`src/rtl/lpps_pkg.sv`:
```
package lpps_pkg;

	// Clock and time base.
	localparam int unsigned CLK_PERIOD_NS = 10;
	localparam int unsigned MS_NS         = 1000000;
	localparam int unsigned MS_CYCLES     = MS_NS / CLK_PERIOD_NS;
	localparam int unsigned TICK_W        = 20;

	// Loss-of-signal window, in milliseconds.
	localparam int unsigned LOS_MS = 28;
	localparam int unsigned LOS_W  = 6;

	// Interval width and the fixed interval lengths, in milliseconds.
	localparam int unsigned IV_W       = 9;
	localparam logic [8:0]  IV_ZERO_MS = 9'h000;
	localparam logic [8:0]  IV_32_MS   = 9'h020;
	localparam logic [8:0]  IV_37_MS   = 9'h025;
	localparam logic [8:0]  IV_30_MS   = 9'h01E;

	// Small video panel intervals, inside their permitted windows.
	localparam logic [8:0]  SAV_UP_A_MS = 9'h00A;
	localparam logic [8:0]  SAV_UP_B_MS = 9'h00A;
	localparam logic [8:0]  SAV_UP_C_MS = 9'h005;
	localparam logic [8:0]  SAV_DN_D_MS = 9'h00A;
	localparam logic [8:0]  SAV_DN_E_MS = 9'h00A;
	localparam logic [8:0]  SAV_DN_F_MS = 9'h032;

	// Programmable step sizes and reset defaults of the delay settings.
	localparam int unsigned SEL_W          = 4;
	localparam int unsigned UP_STEP_SHIFT  = 2;
	localparam int unsigned DN_STEP_SHIFT  = 5;
	localparam logic [3:0]  UP_SEL_DEFAULT = 4'h8;
	localparam logic [3:0]  DN_SEL_DEFAULT = 4'h1;

	// Number of monitored video signals.
	localparam int unsigned NUM_MON = 2;

	// Timing variant of the sequencer.
	typedef enum logic [2:0] {
		LPPS_MODE_FIXED32,
		LPPS_MODE_PROG,
		LPPS_MODE_FIXED37,
		LPPS_MODE_SINGLE30,
		LPPS_MODE_SMALL_AV
	} lpps_mode_e;

	// Sequencing steps that own an interval.
	typedef enum logic [2:0] {
		LPPS_STEP_UP_A,
		LPPS_STEP_UP_B,
		LPPS_STEP_UP_C,
		LPPS_STEP_DN_D,
		LPPS_STEP_DN_E,
		LPPS_STEP_DN_F
	} lpps_step_e;

	// Sequencer states.
	typedef enum logic [2:0] {
		LPPS_ST_OFF,
		LPPS_ST_UP_LOGIC,
		LPPS_ST_UP_VIDEO,
		LPPS_ST_UP_BIAS,
		LPPS_ST_ON,
		LPPS_ST_DN_VIDEO,
		LPPS_ST_DN_BIAS,
		LPPS_ST_DN_LOGIC
	} lpps_state_e;

	// Supply and drive controls towards the external switches.
	typedef struct packed {
		logic logic_supply_enable;
		logic bias_supply_enable;
		logic source_high_supply;
		logic gate_high_supply;
		logic source_low_supply;
		logic gate_low_supply;
		logic panel_power_sequence_ctl;
		logic video_enable;
	} lpps_supply_s;

	localparam lpps_supply_s SUPPLY_OFF = '0;

	// Video signals watched for activity.
	typedef struct packed {
		logic pixel_clock;
		logic line_sync;
		logic upper_data_clock;
		logic lower_data_clock;
	} lpps_video_s;

endpackage

```
`src/rtl/lpps_activity.sv`:
```
module lpps_activity
	import lpps_pkg::*;
(
	input  wire logic i_mclk,
	input  wire logic i_rst_n,
	input  wire logic i_ce,
	input  wire logic i_tick,
	input  wire logic i_sig,
	output logic      o_active
);
	import lpps_pkg::*;

	typedef struct packed {
		logic             prev;
		logic [LOS_W-1:0] idle_ms;
		logic             active;
	} lpps_act_s;

	lpps_act_s act_q;
	lpps_act_s act_d;

	// Any edge restarts the idle count; the count saturates past the window
	// so a long silence cannot wrap back into the active range.
	always_comb begin
		act_d      = act_q;
		act_d.prev = i_sig;
		if (i_sig != act_q.prev) begin
			act_d.idle_ms = '0;
		end else if (i_tick && act_q.idle_ms <= LOS_W'(LOS_MS)) begin
			act_d.idle_ms = act_q.idle_ms + LOS_W'(1);
		end
		act_d.active = (act_d.idle_ms <= LOS_W'(LOS_MS));
	end

	// Reset assumes silence, so power never comes up before real activity.
	always_ff @(posedge i_mclk) begin
		if (!i_rst_n) begin
			act_q.prev    <= 1'b0;
			act_q.idle_ms <= LOS_W'(LOS_MS + 1);
			act_q.active  <= 1'b0;
		end else if (i_ce) begin
			act_q <= act_d;
		end
	end

	assign o_active = act_q.active;

endmodule

```
`src/rtl/lpps_interval_timer.sv`:
```
module lpps_interval_timer
	import lpps_pkg::*;
(
	input  wire logic            i_mclk,
	input  wire logic            i_rst_n,
	input  wire logic            i_ce,
	input  wire logic            i_tick,
	input  wire logic            i_load,
	input  wire logic [IV_W-1:0] i_ms,
	output logic                 o_done
);
	import lpps_pkg::*;

	logic [IV_W-1:0] cnt_q;
	logic [IV_W-1:0] cnt_d;

	// Counts whole milliseconds; a partial first tick makes the interval
	// up to one millisecond short, which every window tolerates.
	always_comb begin
		cnt_d = cnt_q;
		if (i_load) begin
			cnt_d = i_ms;
		end else if (i_tick && cnt_q != '0) begin
			cnt_d = cnt_q - IV_W'(1);
		end
	end

	always_ff @(posedge i_mclk) begin
		if (!i_rst_n) begin
			cnt_q <= '0;
		end else if (i_ce) begin
			cnt_q <= cnt_d;
		end
	end

	assign o_done = (cnt_q == '0);

endmodule

```
`src/rtl/lpps_sequencer.sv`:
```
module lpps_sequencer
	import lpps_pkg::*;
#(
	parameter int unsigned P_MS_CYCLES = MS_CYCLES
)
(
	input  wire logic              i_mclk,
	input  wire logic              i_rst_n,
	input  wire logic              i_ce,
	input  wire lpps_pkg::lpps_mode_e  i_mode,
	input  wire logic              i_passive_panel,
	input  wire logic              i_power_request,
	input  wire logic [3:0]        i_up_delay_sel,
	input  wire logic [3:0]        i_down_delay_sel,
	input  wire lpps_pkg::lpps_video_s i_video,
	output lpps_pkg::lpps_supply_s o_supply,
	output logic                   o_signals_active,
	output logic                   o_power_good,
	output logic                   o_busy
);
	import lpps_pkg::*;

	// State of the sequencer outside the timer and the detectors, registered as one word.
	typedef struct packed {
		lpps_state_e       state;
		logic [TICK_W-1:0] presc;
		logic              tick;
		lpps_supply_s      supply;
		logic              sig_active;
		logic              power_good;
		logic              busy;
	} lpps_seq_s;

	lpps_seq_s        seq_q;
	lpps_seq_s        seq_d;
	logic             tmr_load;
	logic [IV_W-1:0]  tmr_ms;
	logic             tmr_done;
	logic [NUM_MON-1:0] mon_sig;
	logic [NUM_MON-1:0] mon_active;
	logic             both_active;

	// passive source select
	// Passive panels have no pixel clock worth watching, so the two
	// half-panel shift clocks stand in for clock and sync.
	assign mon_sig[0] = i_passive_panel ? i_video.upper_data_clock
	                                    : i_video.pixel_clock;
	assign mon_sig[1] = i_passive_panel ? i_video.lower_data_clock
	                                    : i_video.line_sync;

	// idle window detectors
	// One detector per watched signal, each with its own idle count.
	genvar gi;
	generate
		for (gi = 0; gi < NUM_MON; gi++) begin : g_mon
			lpps_activity u_act (
				.i_mclk   (i_mclk),
				.i_rst_n  (i_rst_n),
				.i_ce     (i_ce),
				.i_tick   (seq_q.tick),
				.i_sig    (mon_sig[gi]),
				.o_active (mon_active[gi])
			);
		end
	endgenerate

	assign both_active = &mon_active;

	// Shared interval timer; only one interval runs at a time.
	lpps_interval_timer u_tmr (
		.i_mclk  (i_mclk),
		.i_rst_n (i_rst_n),
		.i_ce    (i_ce),
		.i_tick  (seq_q.tick),
		.i_load  (tmr_load),
		.i_ms    (tmr_ms),
		.o_done  (tmr_done)
	);

	// Interval length for a step under the selected timing variant.
	function automatic logic [IV_W-1:0] interval_ms(
		input lpps_mode_e mode,
		input lpps_step_e step,
		input logic [3:0] up_sel,
		input logic [3:0] dn_sel
	);
		logic is_up;
		logic is_third;
		logic [IV_W-1:0] val;
		is_up    = (step == LPPS_STEP_UP_A) || (step == LPPS_STEP_UP_B) ||
		           (step == LPPS_STEP_UP_C);
		is_third = (step == LPPS_STEP_UP_C) || (step == LPPS_STEP_DN_F);
		val      = IV_ZERO_MS;
		case (mode)
			LPPS_MODE_FIXED32: begin
				val = is_third ? IV_ZERO_MS : IV_32_MS;
			end
			LPPS_MODE_PROG: begin
				if (is_third) begin
					val = IV_ZERO_MS;
				end else if (is_up) begin
					val = IV_W'({5'h00, up_sel} << UP_STEP_SHIFT);
				end else begin
					val = IV_W'({5'h00, dn_sel} << DN_STEP_SHIFT);
				end
			end
			LPPS_MODE_FIXED37: begin
				val = is_third ? IV_ZERO_MS : IV_37_MS;
			end
			LPPS_MODE_SINGLE30: begin
				val = is_third ? IV_ZERO_MS : IV_30_MS;
			end
			LPPS_MODE_SMALL_AV: begin
				case (step)
					LPPS_STEP_UP_A: val = SAV_UP_A_MS;
					LPPS_STEP_UP_B: val = SAV_UP_B_MS;
					LPPS_STEP_UP_C: val = SAV_UP_C_MS;
					LPPS_STEP_DN_D: val = SAV_DN_D_MS;
					LPPS_STEP_DN_E: val = SAV_DN_E_MS;
					LPPS_STEP_DN_F: val = SAV_DN_F_MS;
					default:        val = IV_ZERO_MS;
				endcase
			end
			default: begin
				val = IV_32_MS;
			end
		endcase
		return val;
	endfunction

	// Next state of the whole sequencer. The timer is loaded on the same
	// cycle that a state is entered, so its done flag is fresh one cycle on.
	always_comb begin
		seq_d    = seq_q;
		tmr_load = 1'b0;
		tmr_ms   = IV_ZERO_MS;

		// Millisecond tick shared by the timer and the detectors.
		seq_d.tick = 1'b0;
		if (seq_q.presc >= TICK_W'(P_MS_CYCLES - 1)) begin
			seq_d.presc = '0;
			seq_d.tick  = 1'b1;
		end else begin
			seq_d.presc = seq_q.presc + TICK_W'(1);
		end

		case (seq_q.state)
			LPPS_ST_OFF: begin
				if (i_power_request && both_active) begin
					seq_d.state = LPPS_ST_UP_LOGIC;
					seq_d.supply.logic_supply_enable      = 1'b1;
					seq_d.supply.panel_power_sequence_ctl = 1'b1;
					tmr_load = 1'b1;
					tmr_ms   = interval_ms(i_mode, LPPS_STEP_UP_A,
					                       i_up_delay_sel, i_down_delay_sel);
				end
			end
			LPPS_ST_UP_LOGIC: begin
				if (tmr_done) begin
					seq_d.state = LPPS_ST_UP_VIDEO;
					seq_d.supply.video_enable = 1'b1;
					tmr_load = 1'b1;
					tmr_ms   = interval_ms(i_mode, LPPS_STEP_UP_B,
					                       i_up_delay_sel, i_down_delay_sel);
				end
			end
			LPPS_ST_UP_VIDEO: begin
				if (tmr_done) begin
					seq_d.state = LPPS_ST_UP_BIAS;
					seq_d.supply.bias_supply_enable = 1'b1;
					tmr_load = 1'b1;
					tmr_ms   = interval_ms(i_mode, LPPS_STEP_UP_C,
					                       i_up_delay_sel, i_down_delay_sel);
				end
			end
			LPPS_ST_UP_BIAS: begin
				if (tmr_done) begin
					seq_d.state = LPPS_ST_ON;
				end
			end
			LPPS_ST_ON: begin
				if (!i_power_request) begin
					seq_d.state = LPPS_ST_DN_VIDEO;
					seq_d.supply.video_enable = 1'b0;
					tmr_load = 1'b1;
					tmr_ms   = interval_ms(i_mode, LPPS_STEP_DN_D,
					                       i_up_delay_sel, i_down_delay_sel);
				end
			end
			LPPS_ST_DN_VIDEO: begin
				if (tmr_done) begin
					seq_d.state = LPPS_ST_DN_BIAS;
					seq_d.supply.bias_supply_enable = 1'b0;
					tmr_load = 1'b1;
					tmr_ms   = interval_ms(i_mode, LPPS_STEP_DN_E,
					                       i_up_delay_sel, i_down_delay_sel);
				end
			end
			LPPS_ST_DN_BIAS: begin
				if (tmr_done) begin
					seq_d.state = LPPS_ST_DN_LOGIC;
					seq_d.supply.logic_supply_enable      = 1'b0;
					seq_d.supply.panel_power_sequence_ctl = 1'b0;
					tmr_load = 1'b1;
					tmr_ms   = interval_ms(i_mode, LPPS_STEP_DN_F,
					                       i_up_delay_sel, i_down_delay_sel);
				end
			end
			LPPS_ST_DN_LOGIC: begin
				// Hold-off so a small video panel sees a clean off before any restart; the other variants load zero.
				if (tmr_done) begin
					seq_d.state = LPPS_ST_OFF;
				end
			end
			default: begin
				seq_d.state  = LPPS_ST_OFF;
				seq_d.supply = SUPPLY_OFF;
			end
		endcase

		// loss-of-signal shutdown
		// Dropping everything at once, like the relay it replaces, is the
		// safe trade: a panel left biased without clocks sees DC.
		if (!both_active && seq_q.state != LPPS_ST_OFF &&
		    seq_q.state != LPPS_ST_DN_LOGIC) begin
			seq_d.state  = LPPS_ST_DN_LOGIC;
			seq_d.supply = SUPPLY_OFF;
			tmr_load = 1'b1;
			tmr_ms   = interval_ms(i_mode, LPPS_STEP_DN_F,
			                       i_up_delay_sel, i_down_delay_sel);
		end

		seq_d.supply.source_high_supply = seq_d.supply.logic_supply_enable;
		seq_d.supply.gate_high_supply   = seq_d.supply.logic_supply_enable;
		seq_d.supply.source_low_supply  = seq_d.supply.bias_supply_enable;
		seq_d.supply.gate_low_supply    = seq_d.supply.bias_supply_enable;

		// Status flags registered with the state they describe.
		seq_d.sig_active = both_active;
		seq_d.power_good = (seq_d.state == LPPS_ST_ON);
		seq_d.busy       = (seq_d.state != LPPS_ST_ON) &&
		                   (seq_d.state != LPPS_ST_OFF);
	end

	always_ff @(posedge i_mclk) begin
		if (!i_rst_n) begin
			seq_q.state      <= LPPS_ST_OFF;
			seq_q.presc      <= '0;
			seq_q.tick       <= 1'b0;
			seq_q.supply     <= SUPPLY_OFF;
			seq_q.sig_active <= 1'b0;
			seq_q.power_good <= 1'b0;
			seq_q.busy       <= 1'b0;
		end else if (i_ce) begin
			seq_q <= seq_d;
		end
	end

	assign o_supply         = seq_q.supply;
	assign o_signals_active = seq_q.sig_active;
	assign o_power_good     = seq_q.power_good;
	assign o_busy           = seq_q.busy;

endmodule

```
`config.mk`:
```
export PLATFORM = sky130hd
export DESIGN_NAME = lpps_sequencer
export DESIGN_NICKNAME = d
export VERILOG_FILES = /design/src/rtl/lpps_pkg.sv /design/src/rtl/lpps_activity.sv /design/src/rtl/lpps_interval_timer.sv /design/src/rtl/lpps_sequencer.sv
export SDC_FILE = /design/constraint.sdc
export NUM_CORES = 1
export LEC_CHECK = 0
export ABC_CLOCK_PERIOD_IN_PS = 2650
export BUFFER_PORTS_ARGS = -buffer_cell sky130_fd_sc_hd__buf_2
export CORE_MARGIN = 2
export CORE_UTILIZATION = 45
export CTS_BUF_LIST = sky130_fd_sc_hd__clkbuf_4
export CTS_CLUSTER_DIAMETER = 80
export DETAILED_ROUTE_END_ITERATION = 10
export PLACE_DENSITY = 0.59
export SLEW_MARGIN = 10
export SYNTH_ARGS = -nofsm -noshare
export SYNTH_HDL_FRONTEND = slang
export SYNTH_SLANG_ARGS = --single-unit
```
`constraint.sdc`:
```
create_clock -name i_mclk -period 2.65 [get_ports i_mclk]
set_clock_uncertainty 0.2 [all_clocks]
set_input_delay 0.1325 -clock i_mclk [delete_from_list [all_inputs] [get_ports i_mclk]]
set_output_delay 0.1325 -clock i_mclk [all_outputs]
set_load 0.1 [all_outputs]
```
* Word level (Yosys, flattened, before mapping)
Cells that the tools add are included.
Storage, ports and cells: register bits after elaboration 56, input bits 20, word-level logic and storage cells 118, output and inout port bits 11
Cells by class: magnitude comparators 5, add/subtract/negate cells 4, reductions and logical operators 25, equality and inequality tests 22, multiplexer cells 45
Operator list (number):
- $pmux 9 s6 | 1
- $mux 6 | 8
- $mux 9 | 5
- $pmux 9 s4 | 1
- $mux 3 | 9
- $le 6x5->1 const B | 4
- $ne 3x3->1 const B | 8
- $pmux 3 s8 | 1
- $pmux 6 s2 | 2
- $pmux 6 s4 | 1
- $add 20x1->20 const B | 1
- $ge 20x17->1 const B | 1
- $mux 20 | 1
- $eq 3x3->1 const B | 6
- $reduce_bool 3->1 | 5
- $add 6x1->6 const B | 2
- $eq 3x2->1 const B | 4
- $reduce_and 4->1 | 3
- $mux 1 | 11
- $logic_not 9->1 | 1
- $reduce_bool 9->1 | 1
- $sub 9x1->9 const B | 1
- $mux 8 | 1
- $reduce_or 4->1 | 2
- 9 further kinds | 21

* Logic depth before layout (Yosys ltp)
Gate-level depths: netlist of the first run.
word-level depth 7, depth in mapped cells 9, depth with buffers taken out 7

* By module
A second synthesis of the first run with hierarchy kept.
Second synthesis, totals: cells, all modules 470, area total of the unflattened synthesis 3773.6 um^2
By module, submodules not included:
- lpps_sequencer | cells an instance 252, seq. area each 600.6 um^2, area each 2000.7 um^2, instances 1
- lpps_activity | cells an instance 69, seq. area each 160.2 um^2, area each 583.1 um^2, instances 2
- lpps_interval_timer | cells an instance 80, seq. area each 180.2 um^2, area each 606.8 um^2, instances 1

* Least setup slack after synthesis of the first run
Ideal clock, no wire load.
path kind reg2reg, start register seq_q[33] (netlist name), end register seq_q (netlist bit o_busy), clock period less this slack 2.428 ns, buffers on the path 1, setup time 0.118 ns, slack 0.222 ns, data arrival time 2.110 ns, stages on the path, launching flop included 9, data required time 2.332 ns, path through dfxtp_1 -> inv_1 -> ha_1 -> clkbuf_1 -> a2111oi_0 -> mux2i_1 -> o32ai_1 -> o211ai_1 -> o211a_1
Between the ends: cells in the longest elaborated chain, start to end 6, elaborated cells on any way between the ends 25, classes of those cells eq/ne: 9; mux: 10; reduce/logical: 6
RTL lines:
- from (decl) | line lpps_sequencer.sv:34 | lpps_seq_s seq_q;
- from (signal assigned) | line lpps_sequencer.sv:255 | seq_q <= seq_d;
- branches (longest 3 deep; another with $pmux 3 s8)
- $mux 3 (*) | line lpps_sequencer.sv:224 | if (!both_active && seq_q.state != LPPS_ST_OFF &&
- $ne 3x3->1 or $reduce_bool 3->1 (tied branches) | line lpps_sequencer.sv:241, lpps_sequencer.sv:242
- $logic_and 1x1->1 (*) | line lpps_sequencer.sv:241 | seq_d.busy = (seq_d.state != LPPS_ST_ON) &&
Mark *: on every way between the ends. A chain may end at the register's enable or synchronous reset.

* Worst setup path after layout of the first run
start register u_tmr.cnt_q[4], end register u_tmr.cnt_q[5]
Between the ends: cells in the longest elaborated chain, start to end 6, elaborated cells on any way between the ends 17, classes of those cells add/sub: 1; mux: 11; reduce/logical: 5
RTL lines:
- from (decl) | line lpps_interval_timer.sv:14 | logic [IV_W-1:0] cnt_q;
- from (signal assigned) | line lpps_interval_timer.sv:32 | cnt_q <= cnt_d;
- $logic_not 9->1 | line lpps_interval_timer.sv:36 | assign o_done = (cnt_q == '0);
- $mux 1
- $pmux 1 s3 | line lpps_sequencer.sv:147 | case (seq_q.state)
- $mux 1 | line lpps_sequencer.sv:224
- $reduce_bool 2->1 (no source line)
- $reduce_and 2->1 (no source line)
Parallel ways exist; a longest one is shown, timed or not. The select of a mux whose other input is x is not followed.

==> impl_results.rst, run 1 <==
.. list-table::
   :header-rows: 1

   * - Metric
     - Value
   * - Startpoint types
     - flip-flop
   * - Ports placed on the boundary
     - 31
   * - All-layer global routing usage
     - 0.208
   * - Cell Area, Synth
     - 3540 um^2
   * - Critical Path Fanout Max
     - 7
   * - Worst min-delay path category
     - in -> reg
   * - Status
     - complete, no violations
   * - Fill cell total of the finished layout
     - 745
   * - Vias
     - 3469
   * - Cell with the most instances after synthesis
     - sky130_fd_sc_hd__dfxtp_1
   * - Antenna violations before repair
     - 0
   * - Cells along the critical path
     - or4_1 > or4_1 > a22oi_1 > o221ai_1 > a41oi_1
   * - H-tree depth
     - 2
   * - Net Count, Synth
     - 472
   * - Footprint of the multi-input gates
     - 2280 um^2
   * - Critical Path Slowest Stage Cell
     - sky130_fd_sc_hd__or4_1
   * - Horizontal die dimension
     - approximately 93 um
   * - Wire length of the first global-routing pass
     - 14.8 mm
   * - Relative slew slack
     - 0.507
   * - Reg2Reg Depth
     - 5
   * - Placeable Area
     - 7690 um^2
   * - Gate count of the mapped netlist
     - 440
   * - Critical Path Max Stage Delay
     - 710 ps
   * - Post-synthesis sequential element count
     - 55
   * - Input/output buffers
     - 30
   * - Worst R2R Setup Slack
     - roughly 120 ps
   * - Vias in the first global route
     - 3154
   * - Placement row count
     - 32
   * - Min Tclk post-route
     - 2530 ps
   * - Worst min-delay path endpoint
     - g_mon[1].u_act.act_q[7]$_SDFFE_PN0P_
   * - Post-synthesis cell type count
     - 64
   * - PD cells
     - around 580 nW/um^2
   * - Hpwl dp
     - between 6 and 7 mm
   * - GP Congestion
     - 0.907
   * - Number of hold violations in the final report
     - 0
   * - Leakage component of the power
     - between 1.5 and 2 nW
   * - Total non-filler cell area in the finished layout
     - 4060 um^2
   * - Mean instance size in the synthesized netlist
     - 8.04 um^2
   * - Power consumption
     - 2.36 mW
   * - Vias per inst
     - 5.96
   * - Initial core utilization
     - 0.460
   * - Max frequency
     - 396 MHz
   * - Prevailing post-synth register cell
     - sky130_fd_sc_hd__dfxtp_1
   * - Slew @ Worst Pin
     - 737 ps
   * - Cell Area, Placed
     - 3830 um^2
   * - Portion of the post-synthesis area used by sequential elements
     - 0.311
   * - Number of warnings reported in the yosys synthesis log
     - 0
   * - Data arrival time of the worst path
     - 2640 ps
   * - TritonCTS clock tree
     - built
   * - Critical R2R Launch
     - u_tmr.cnt_q[4]$_SDFFE_PN0P_
   * - Highest ir drop seen on vdd
     - just under 0.4 mV
   * - Met1 usage in global routing
     - 0.290
   * - Number of buffers created by CTS
     - 5
   * - Antenna diodes
     - 0
   * - Average wire per standard cell
     - 15.4 um
   * - Number of sinks handled by clock tree synthesis
     - 55
   * - Data required time of the worst path
     - 2770 ps
   * - Clock latency at the later pin of the worst-skew pair
     - 400 ps
   * - Fraction of final layout cells with drive strength greater than 1
     - 0.156
   * - Final setup vio count
     - 0
   * - Hold depth
     - 3
   * - Routed wire length
     - 8.95 mm
   * - FF-to-FF End
     - u_tmr.cnt_q[5]$_SDFFE_PN0P_
   * - Area occupied by registers
     - 1100 um^2
   * - Count of antenna-violating nets left after detailed routing
     - 0
   * - Number of nets at the end of the flow
     - 511
   * - Tightest hold margin
     - around 47 ps
   * - Critical path launch point
     - u_tmr.cnt_q[4]$_SDFFE_PN0P_
   * - Capturing element type of the critical path
     - flip-flop
   * - Top cell type's share of synthesized area
     - 0.311
   * - Die H
     - 92.7 um
   * - Cell accounting for the most synthesized area
     - sky130_fd_sc_hd__dfxtp_1
   * - Met3 usage in global routing
     - 0.0317
   * - Global-route met2 utilization
     - 0.335
   * - Number of slew-limit violations in the final report
     - 0
   * - Violation count after the first detailed-routing iteration
     - 197
   * - Fraction of registers with async set or reset after synthesis
     - 0
   * - Top post-synthesis cells by area
     - sky130_fd_sc_hd__dfxtp_1, sky130_fd_sc_hd__nor3_1, sky130_fd_sc_hd__ha_1
   * - Pin count of the biggest net entering global routing
     - 27
   * - GRT Residual Overflow
     - 0
   * - Deepest clock path buffer count
     - 2
   * - Master cell of the clock root buffer
     - sky130_fd_sc_hd__clkbuf_4
   * - Share of the clock period used by the worst path
     - 0.953
   * - Max-Cap Viols
     - 0
   * - Ranking of synthesized cells by instance count
     - sky130_fd_sc_hd__dfxtp_1, sky130_fd_sc_hd__nand2_1, sky130_fd_sc_hd__nor3_1
   * - Type of the setup path with the least slack
     - reg -> reg
   * - DRC
     - 0
   * - Cell occurring most often along the worst timing path
     - sky130_fd_sc_hd__or4_1
   * - First-pass DRT Iterations
     - 5
   * - Synthesis-to-finish area growth
     - 14.8%
   * - Die ar.
     - ~8600 um^2
   * - Count of flip-flops with a built-in enable after synthesis
     - 0
   * - Grt peak-use layer
     - met2
   * - Min-Delay Startpoint
     - i_video[2]
   * - Clock slew at reported path FFs
     - 190 ps
-- cells in the final DEF (no fill, tap or decap), drive strengths merged, types with 9 or more instances in the layout --
cell         Yosys  layout
a21oi           22      22
nor2            17      17
inv             14      16
nor4             9       9
dlygate4sd3      0      11
xor2            14      14
nand2           36      36
buf             10      52
nor3            32      32
xnor2           11      11
dfxtp           55      55
nand3           25      25
o21ai           30      30
ha              12      12
-- worst max-delay path, delay by kind of cell (launching register included) --
family	cells	cell delay [ps]
flip-flops	1	420
AND/OR/NAND/NOR	2	1290
AO/OA/AOI/OAI	3	550
-- logic make-up after synthesis --
family,count (synthesis),synth area share
adders and majority gates,12,0.0424
xor gates and xnor gates,25,0.0619
AOI/OAI and AO/OA,122,0.242
buffers and inverters,46,0.0580
muxes,9,0.0258
DFF,55,0.311
and+or+nand+nor,171,0.259
-- layout make-up --
type	instances	area share
repair buffers	63	0.105
flip-flops and latches	55	0.272
clock inverters	3	0.00832
clock buffers	5	0.00925
inverters	15	0.0139
well taps	102	0.0314
multi-input cells	339	0.561
-- through the flow --
stage | setup slack, ps | cells | setup TNS [ps] | util
floorplan | 222 | 440 | 0 | -
global placement | 170 | 563 | 0 | 0.498
detailed placement | 159 | 563 | 0 | 0.498
CTS | 127 | 582 | 0 | 0.522
global route | -53.2 | 582 | -103 | 0.528
finish | 123 | 582 | 0 | 0.528
-- report_power, final --
part	switching, mW	internal, mW	leakage, nW
registers	0.0873	0.892	0.450
clock network	0.316	0.119	0.0390
logic	0.560	0.381	1.11
-- how the worst max path moves through the flow --
stage                                  endpoint  slack [ps]
floorplan                   o_busy$_SDFFE_PN0P_         220
global placement            o_busy$_SDFFE_PN0P_         170
detailed placement          o_busy$_SDFFE_PN0P_         160
CTS                         o_busy$_SDFFE_PN0P_         130
global route          o_power_good$_SDFFE_PN0P_         -50
finish              u_tmr.cnt_q[5]$_SDFFE_PN0P_         120
-- per-layer routing --
| layer | share of wire | up-vias |
|---|---|---|
| met5 | 0 | - |
| met4 | 0.010 | 0 |
| met3 | 0.042 | 11 |
| met2 | 0.45 | 82 |
| met1 | 0.49 | 1646 |
| li1 | - | 1730 |
-- state kept, by name, indices dropped and copies added, names as in the netlist --
register	flops
g_mon.u_act.act_q	14
g_mon.u_act.o_active	2
o_busy	1
o_power_good	1
o_signals_active	1
o_supply	3
seq_q	24
u_tmr.cnt_q	9
-- what timing repair did --
item | in CTS | in global routing
endpoints found under the hold margin | 18 | 0
setup endpoints to repair | 0 | 8
hold buffers | 11 | 0
buffers inserted | 0 | 0
resized for setup | 0 | 10
No activity file was read; power rests on OpenSTA's default activity.
==> inputs of run 2 (changes only) <==
- ABC_CLOCK_PERIOD_IN_PS: 2650 -> 2300
- CTS_CLUSTER_SIZE: not set -> 24
- PLACE_DENSITY: 0.59 -> 0.61
- clock period: 2.65 -> 2.3 ns (I/O delays scaled with it)
==> run 2 against run 1 <==
Compared with the run above:
- worst hold slack worse by 22 ps
- design area is 7.8% higher
- global-route usage is 0.64 points higher
- critical endpoint unchanged
- largest cell class unchanged
==> impl_results.rst, run 2 (synthesis results as in run 1) <==
.. list-table::
   :header-rows: 1

   * - Metric
     - Value
   * - Status
     - complete, no violations (unchanged)
   * - Number of nets at the end of the flow
     - 539 (was 511)
   * - Biggest regs
     - seq_q (24), g_mon.u_act.act_q (14), u_tmr.cnt_q (9) (unchanged)
   * - Leakage component of the power
     - 1.76 nW (was 1.60 nW)
   * - Max frequency
     - 438 MHz (was 396 MHz)
   * - Wire length of the first global-routing pass
     - 15.2 mm (was 14.8 mm)
   * - Master cell of the clock root buffer
     - sky130_fd_sc_hd__clkbuf_4 (unchanged)
   * - Placeable Area
     - 7690 um^2 (unchanged)
   * - Initial core utilization
     - 0.460 (unchanged)
   * - Die ar.
     - 8590 um^2 (unchanged)
   * - Deepest clock path buffer count
     - 2 (unchanged)
   * - DRC
     - 0 (unchanged)
   * - Post-layout worst setup margin
     - 16.2 ps (was 123 ps)
   * - Most flops, register
     - seq_q (unchanged)
   * - Highest ir drop seen on vdd
     - 0.327 mV (was 0.389 mV)
   * - Vias in the first global route
     - 3256 (was 3154)
   * - Capturing element type of the critical path
     - flip-flop (unchanged)
   * - Data arrival time of the worst path
     - 2400 ps (was 2640 ps)
   * - Pin count of the biggest net entering global routing
     - 27 (unchanged)
   * - FF-to-FF End
     - u_tmr.cnt_q[5]$_SDFFE_PN0P_ (unchanged)
   * - GRT Residual Overflow
     - 0 (unchanged)
   * - Critical R2R Launch
     - u_tmr.cnt_q[4]$_SDFFE_PN0P_ (unchanged)
   * - Final setup vio count
     - 0 (unchanged)
   * - Hold depth
     - 4 (was 3)
   * - TritonCTS clock tree
     - built (unchanged)
   * - Violation count after the first detailed-routing iteration
     - 149 (was 197)
   * - PD cells
     - 672 nW/um^2 (was 580 nW/um^2)
   * - Fraction of final layout cells with drive strength greater than 1
     - 0.230 (was 0.156)
   * - Commonest non-fill, non-tap cells in the layout
     - sky130_fd_sc_hd__dfxtp_1, sky130_fd_sc_hd__buf_4, sky130_fd_sc_hd__nand2_1 (was sky130_fd_sc_hd__dfxtp_1, sky130_fd_sc_hd__nand2_1, sky130_fd_sc_hd__nor3_1)
   * - Antenna violations before repair
     - 0 (unchanged)
   * - Fill cell total of the finished layout
     - 741 (was 745)
   * - GP Congestion
     - 0.913 (was 0.907)
   * - Synthesis-to-finish area growth
     - 23.7% (was 14.8%)
   * - All-layer global routing usage
     - 0.214 (was 0.208)
   * - Data required time of the worst path
     - 2420 ps (was 2770 ps)
   * - Number of sinks handled by clock tree synthesis
     - 55 (unchanged)
   * - Clock slew at reported path FFs
     - 170 ps (was 190 ps)
   * - Worst min-delay path endpoint
     - u_tmr.cnt_q[8]$_SDFFE_PN0P_ (was g_mon[1].u_act.act_q[7]$_SDFFE_PN0P_)
   * - Worst R2R Setup Slack
     - 20 ps (was 120 ps)
   * - Type of the setup path with the least slack
     - reg -> reg (unchanged)
   * - Hpwl dp
     - 6.49 mm (was 6.31 mm)
   * - First-pass DRT Iterations
     - 5 (unchanged)
   * - Commonest non-fill, non-tap cell in the layout
     - sky130_fd_sc_hd__dfxtp_1 (unchanged)
   * - Average wire per standard cell
     - 15.1 um (was 15.4 um)
   * - Vias per inst
     - 5.87 (was 5.96)
   * - Max-Cap Viols
     - 0 (unchanged)
   * - Number of buffers created by CTS
     - 5 (unchanged)
   * - Relative slew slack
     - 0.534 (was 0.507)
   * - Number of flip-flops under the largest register name
     - 24 (unchanged)
   * - Ports placed on the boundary
     - 31 (unchanged)
   * - Share of the clock period used by the worst path
     - 0.993 (was 0.953)
   * - Reg2Reg Depth
     - 5 (unchanged)
   * - Number of hold violations in the final report
     - 0 (unchanged)
   * - Antenna diodes
     - 0 (unchanged)
   * - Routed wire length
     - 9.18 mm (was 8.95 mm)
   * - H-tree depth
     - 2 (unchanged)
   * - Startpoint types
     - flip-flop (unchanged)
   * - Placement row count
     - 32 (unchanged)
   * - Cell Area, Placed
     - 4040 um^2 (was 3830 um^2)
   * - Pre-CTS WS
     - -27.4 ps (was 159 ps)
   * - Critical Path Fanout Max
     - 5 (was 7)
   * - Vias
     - 3578 (was 3469)
   * - Min Tclk post-route
     - 2280 ps (was 2530 ps)
   * - Horizontal die dimension
     - 92.7 um (unchanged)
   * - Worst min-delay path category
     - in -> reg (unchanged)
   * - Slew @ Worst Pin
     - 697 ps (was 737 ps)
   * - Input/output buffers
     - 30 (unchanged)
   * - Clock latency at the later pin of the worst-skew pair
     - 390 ps (was 400 ps)
   * - Total non-filler cell area in the finished layout
     - 4380 um^2 (was 4060 um^2)
   * - Number of slew-limit violations in the final report
     - 0 (unchanged)
   * - Die H
     - 92.7 um (unchanged)
   * - Count of antenna-violating nets left after detailed routing
     - 0 (unchanged)
   * - Min-Delay Startpoint
     - i_down_delay_sel[3] (was i_video[2])
[run 2: cell types whose count changed in the layout (fill, tap and decap cells not counted), sizes merged]
cell / before / now
buf: 52 / 81
clkinvlp: 0 / 1
dlygate4sd3: 11 / 10
inv: 16 / 15
[run 2: routing by layer]
metal	up-vias	share of wire	track usage
met5	-	0	0
met3	6	0.038	0.0309
met1	1711	0.49	0.308
met4	0	0.0076	0.0466
met2	85	0.46	0.341
li1	1776	-	-
[run 2: worst max-delay path by stage]
stage                                 from                          end  slack (ps)  cells after the start
6_report       u_tmr.cnt_q[4]$_SDFFE_PN0P_  u_tmr.cnt_q[5]$_SDFFE_PN0P_          20                      5
5_1_grt        u_tmr.cnt_q[4]$_SDFFE_PN0P_  u_tmr.cnt_q[5]$_SDFFE_PN0P_          -7                      5
4_1_cts        u_tmr.cnt_q[1]$_SDFFE_PN0P_  u_tmr.cnt_q[5]$_SDFFE_PN0P_           3                      7
3_5_place_dp   u_tmr.cnt_q[0]$_SDFFE_PN0P_  u_tmr.cnt_q[4]$_SDFFE_PN0P_         -30                      8
2_1_floorplan  u_tmr.cnt_q[0]$_SDFFE_PN0P_  u_tmr.cnt_q[3]$_SDFFE_PN0P_          20                      7
3_3_place_gp        seq_q[32]$_SDFFE_PN0P_          o_busy$_SDFFE_PN0P_          30                      7
[run 2: layout make-up]
cell class	count	area [um^2]	share of cell area
inverters	15	56.3	0.0129
clock buffers	5	37.5	0.00858
flip-flops and latches	55	1100	0.252
well taps	102	128	0.0292
repair buffers	91	649	0.148
multi-input cells	339	2380	0.543
clock inverters	3	23.8	0.00543
[run 2: timing repair]
item                                    CTS  global route
endpoints found under the setup margin    4            14
setup buffers                             0             4
pin swaps                                 3             5
endpoints found under the hold margin    13             0
hold buffers                             10             0
gates resized for setup                   5            25
[run 2: per-stage QoR]
stage	utilization	total power, mW	std cells	setup TNS, ps	hold WS, ps
2_1_floorplan	-	1.86	440	0	63.3
3_3_place_gp	0.525	2.29	588	0	200
3_5_place_dp	0.525	2.29	588	-50.1	204
4_1_cts	0.550	2.80	606	0	2.56
5_1_grt	0.569	3.12	610	-11.8	27.2
6_report	0.569	2.94	610	0	24.8
[run 2: critical path, stage by stage (launching register included)]
cell and delay (ps):
sky130_fd_sc_hd__dfxtp_1 350, sky130_fd_sc_hd__or4_1 660, sky130_fd_sc_hd__or4_4 560, sky130_fd_sc_hd__a22oi_2 160, sky130_fd_sc_hd__o221ai_2 120, sky130_fd_sc_hd__a41oi_1 180
[run 2: power by group]
part / internal (mW) / total (mW) / switching, mW / leakage, nW
clock network: 0.126 / 0.467 / 0.342 / 0.0331
registers: 1.03 / 1.10 / 0.0709 / 0.450
logic: 0.620 / 1.37 / 0.751 / 1.28
==> inputs of run 3 (changes only) <==
- ABC_CLOCK_PERIOD_IN_PS: 2300 -> 2500
- PLACE_DENSITY: 0.61 -> 0.59
- clock period: 2.3 -> 2.5 ns (I/O delays scaled with it)
==> run 3 against run 2 <==
Compared with the run above:
- worst hold slack better by 35 ps
- routed wire length is 2.1% lower
- design area is 7.1% lower
- first-iteration DRC count is 42% higher
- critical path type unchanged
==> impl_results.rst, run 3 (synthesis results as in run 1) <==
.. list-table::
   :header-rows: 1

   * - Metric
     - Value
   * - Vias in the first global route
     - 3216 (was 3256)
   * - GRT Residual Overflow
     - 0 (unchanged)
   * - Number of slew-limit violations in the final report
     - 0 (unchanged)
   * - Hpwl dp
     - 6.40 mm (was 6.49 mm)
   * - Critical Path Max Stage Delay
     - 490 ps (was 660 ps)
   * - Commonest non-fill, non-tap cell in the layout
     - sky130_fd_sc_hd__dfxtp_1 (unchanged)
   * - Clock latency at the later pin of the worst-skew pair
     - 380 ps (was 390 ps)
   * - Number of buffers created by CTS
     - 5 (unchanged)
   * - Max frequency
     - 419 MHz (was 438 MHz)
   * - Max-Cap Viols
     - 0 (unchanged)
   * - Antenna violations before repair
     - 0 (unchanged)
   * - Input/output buffers
     - 30 (unchanged)
   * - Routed wire length
     - 8.99 mm (was 9.18 mm)
   * - Data required time of the worst path
     - 2620 ps (was 2420 ps)
   * - Antenna diodes
     - 0 (unchanged)
   * - Horizontal die dimension
     - 92.7 um (unchanged)
   * - Capturing element type of the critical path
     - flip-flop (unchanged)
   * - H-tree depth
     - 2 (unchanged)
   * - Family with the most delay on the worst path
     - simple AND/OR/NAND/NOR gates (unchanged)
   * - Critical Path Slowest Stage Cell
     - sky130_fd_sc_hd__or4b_4 (was sky130_fd_sc_hd__or4_1)
   * - Pin count of the biggest net entering global routing
     - 28 (was 27)
   * - Wire length of the first global-routing pass
     - 15.3 mm (was 15.2 mm)
   * - DRC
     - 0 (unchanged)
   * - Leakage component of the power
     - 1.61 nW (was 1.76 nW)
   * - GP Congestion
     - 0.875 (was 0.913)
   * - Number of sinks handled by clock tree synthesis
     - 55 (unchanged)
   * - Setup repair after global routing missed its margin
     - false
   * - Die H
     - 92.7 um (unchanged)
   * - TritonCTS clock tree
     - built (unchanged)
   * - Vias per inst
     - 5.96 (was 5.87)
   * - Share of the clock period used by the worst path
     - 0.954 (was 0.993)
   * - Biggest regs
     - seq_q (24), g_mon.u_act.act_q (14), u_tmr.cnt_q (9) (unchanged)
   * - Highest ir drop seen on vdd
     - 0.335 mV (was 0.327 mV)
   * - Count of antenna-violating nets left after detailed routing
     - 0 (unchanged)
   * - Synthesis-to-finish area growth
     - 14.9% (was 23.7%)
   * - Critical Path Fanout Max
     - 5 (unchanged)
   * - Number of nets at the end of the flow
     - 516 (was 539)
   * - Average wire per standard cell
     - 15.3 um (was 15.1 um)
   * - PD cells
     - 610 nW/um^2 (was 672 nW/um^2)
   * - Worst min-delay path category
     - in -> reg (unchanged)
   * - Deepest clock path buffer count
     - 2 (unchanged)
   * - Violation count after the first detailed-routing iteration
     - 212 (was 149)
   * - Total non-filler cell area in the finished layout
     - 4070 um^2 (was 4380 um^2)
   * - Data arrival time of the worst path
     - 2500 ps (was 2400 ps)
   * - Placement row count
     - 32 (unchanged)
   * - Relative slew slack
     - 0.476 (was 0.534)
   * - First-pass DRT Iterations
     - 4 (was 5)
   * - Die ar.
     - 8590 um^2 (unchanged)
   * - Cell Area, Placed
     - 3850 um^2 (was 4040 um^2)
   * - Slew @ Worst Pin
     - 784 ps (was 697 ps)
   * - Placeable Area
     - 7690 um^2 (unchanged)
   * - Final TNS setup
     - 0 ps (unchanged)
   * - Clock slew at reported path FFs
     - 180 ps (was 170 ps)
   * - Most flops, register
     - seq_q (unchanged)
   * - Bufs and invs on worst path
     - 1 (was 0)
   * - All-layer global routing usage
     - 0.215 (was 0.214)
   * - Master cell of the clock root buffer
     - sky130_fd_sc_hd__clkbuf_4 (unchanged)
   * - Type of the setup path with the least slack
     - reg -> reg (unchanged)
   * - Initial core utilization
     - 0.460 (unchanged)
   * - Number of flip-flops under the largest register name
     - 24 (unchanged)
   * - Vias
     - 3500 (was 3578)
   * - Ports placed on the boundary
     - 31 (unchanged)
   * - Fraction of final layout cells with drive strength greater than 1
     - 0.165 (was 0.230)
   * - Cells along the critical path
     - inv_1 > ha_1 > or4b_4 > or4_1 > a22oi_1 > o221ai_1 > a41oi_1 (was or4_1 > or4_4 > a22oi_2 > o221ai_2 > a41oi_1)
   * - Min Tclk post-route
     - 2390 ps (was 2280 ps)
   * - Status
     - complete, no violations (unchanged)
   * - Final setup vio count
     - 0 (unchanged)
   * - Number of hold violations in the final report
     - 0 (unchanged)
   * - Startpoint types
     - flip-flop (unchanged)
   * - Commonest non-fill, non-tap cells in the layout
     - sky130_fd_sc_hd__dfxtp_1, sky130_fd_sc_hd__nand2_1, sky130_fd_sc_hd__nor3_1 (was sky130_fd_sc_hd__dfxtp_1, sky130_fd_sc_hd__buf_4, sky130_fd_sc_hd__nand2_1)
==> run 3: path summary, 6_finish.rpt <==
| path | start | end | cells past startpoint | slack [ps] |
|---|---|---|---|---|
| hold reg to reg | o_signals_active$_SDFFE_PN0P_ | o_signals_active$_SDFFE_PN0P_ | 2 | 280 |
| setup / recovery | u_tmr.cnt_q[0]$_SDFFE_PN0P_ | u_tmr.cnt_q[5]$_SDFFE_PN0P_ | 7 | 110 |
| hold / removal | i_video[2] | g_mon[1].u_act.act_q[7]$_SDFFE_PN0P_ | 3 | 60 |
| setup reg to reg | u_tmr.cnt_q[0]$_SDFFE_PN0P_ | u_tmr.cnt_q[5]$_SDFFE_PN0P_ | 7 | 110 |
==> run 3: layout make-up <==
class                           count  area (um^2)
Fill cell                         776         3620
Multi-Input combinational cell    339         2250
Sequential cell                    55         1110
Timing Repair Buffer               68          463
Tap cell                          102          128
Inverter                           15         56.3
Clock buffer                        5         37.5
Clock inverter                      3         28.8
==> run 3: stage by stage <==
stage | total power, mW | util | worst slack (ps) | hold WS [ps] | cells
after global routing | 2.67 | 0.529 | 2.50 | 105 | 587
final | 2.48 | 0.529 | 114 | 60.1 | 587
after CTS | 2.47 | 0.524 | 52.0 | 29.7 | 585
after global placement | 1.99 | 0.501 | 169 | 193 | 566
after floorplan | 1.71 | - | 72.3 | 73.3 | 440
after detailed placement | 2.00 | 0.501 | 85.4 | 195 | 566
==> run 3: metal layers <==
metal | vias up | routed length, um | GRT usage
li1 | 1748 | - | -
met1 | 1660 | 4400 | 0.311
met2 | 88 | 4090 | 0.343
met3 | 4 | 433 | 0.0269
met4 | 0 | 67 | 0.0478
met5 | - | 0 | 0
==> run 3: repair_timing <==
item                       4_1_cts  5_1_grt
hold endpoints to repair        18        0
setup buffers                    0        2
hold buffers                    11        0
setup endpoints to repair        0        8
gates resized for setup          0        7
==> run 3: report_power, final <==
group / internal (mW) / switching, mW
sequential: 0.947 / 0.0866
combinational: 0.424 / 0.584
clock: 0.121 / 0.318
total: 1.49 / 0.988
==> run 3: worst min-delay path: cells and delay by family <==
family          cells  cell delay (ps)
compound gates      1              260
buf+inv             1               70
mux                 1              150
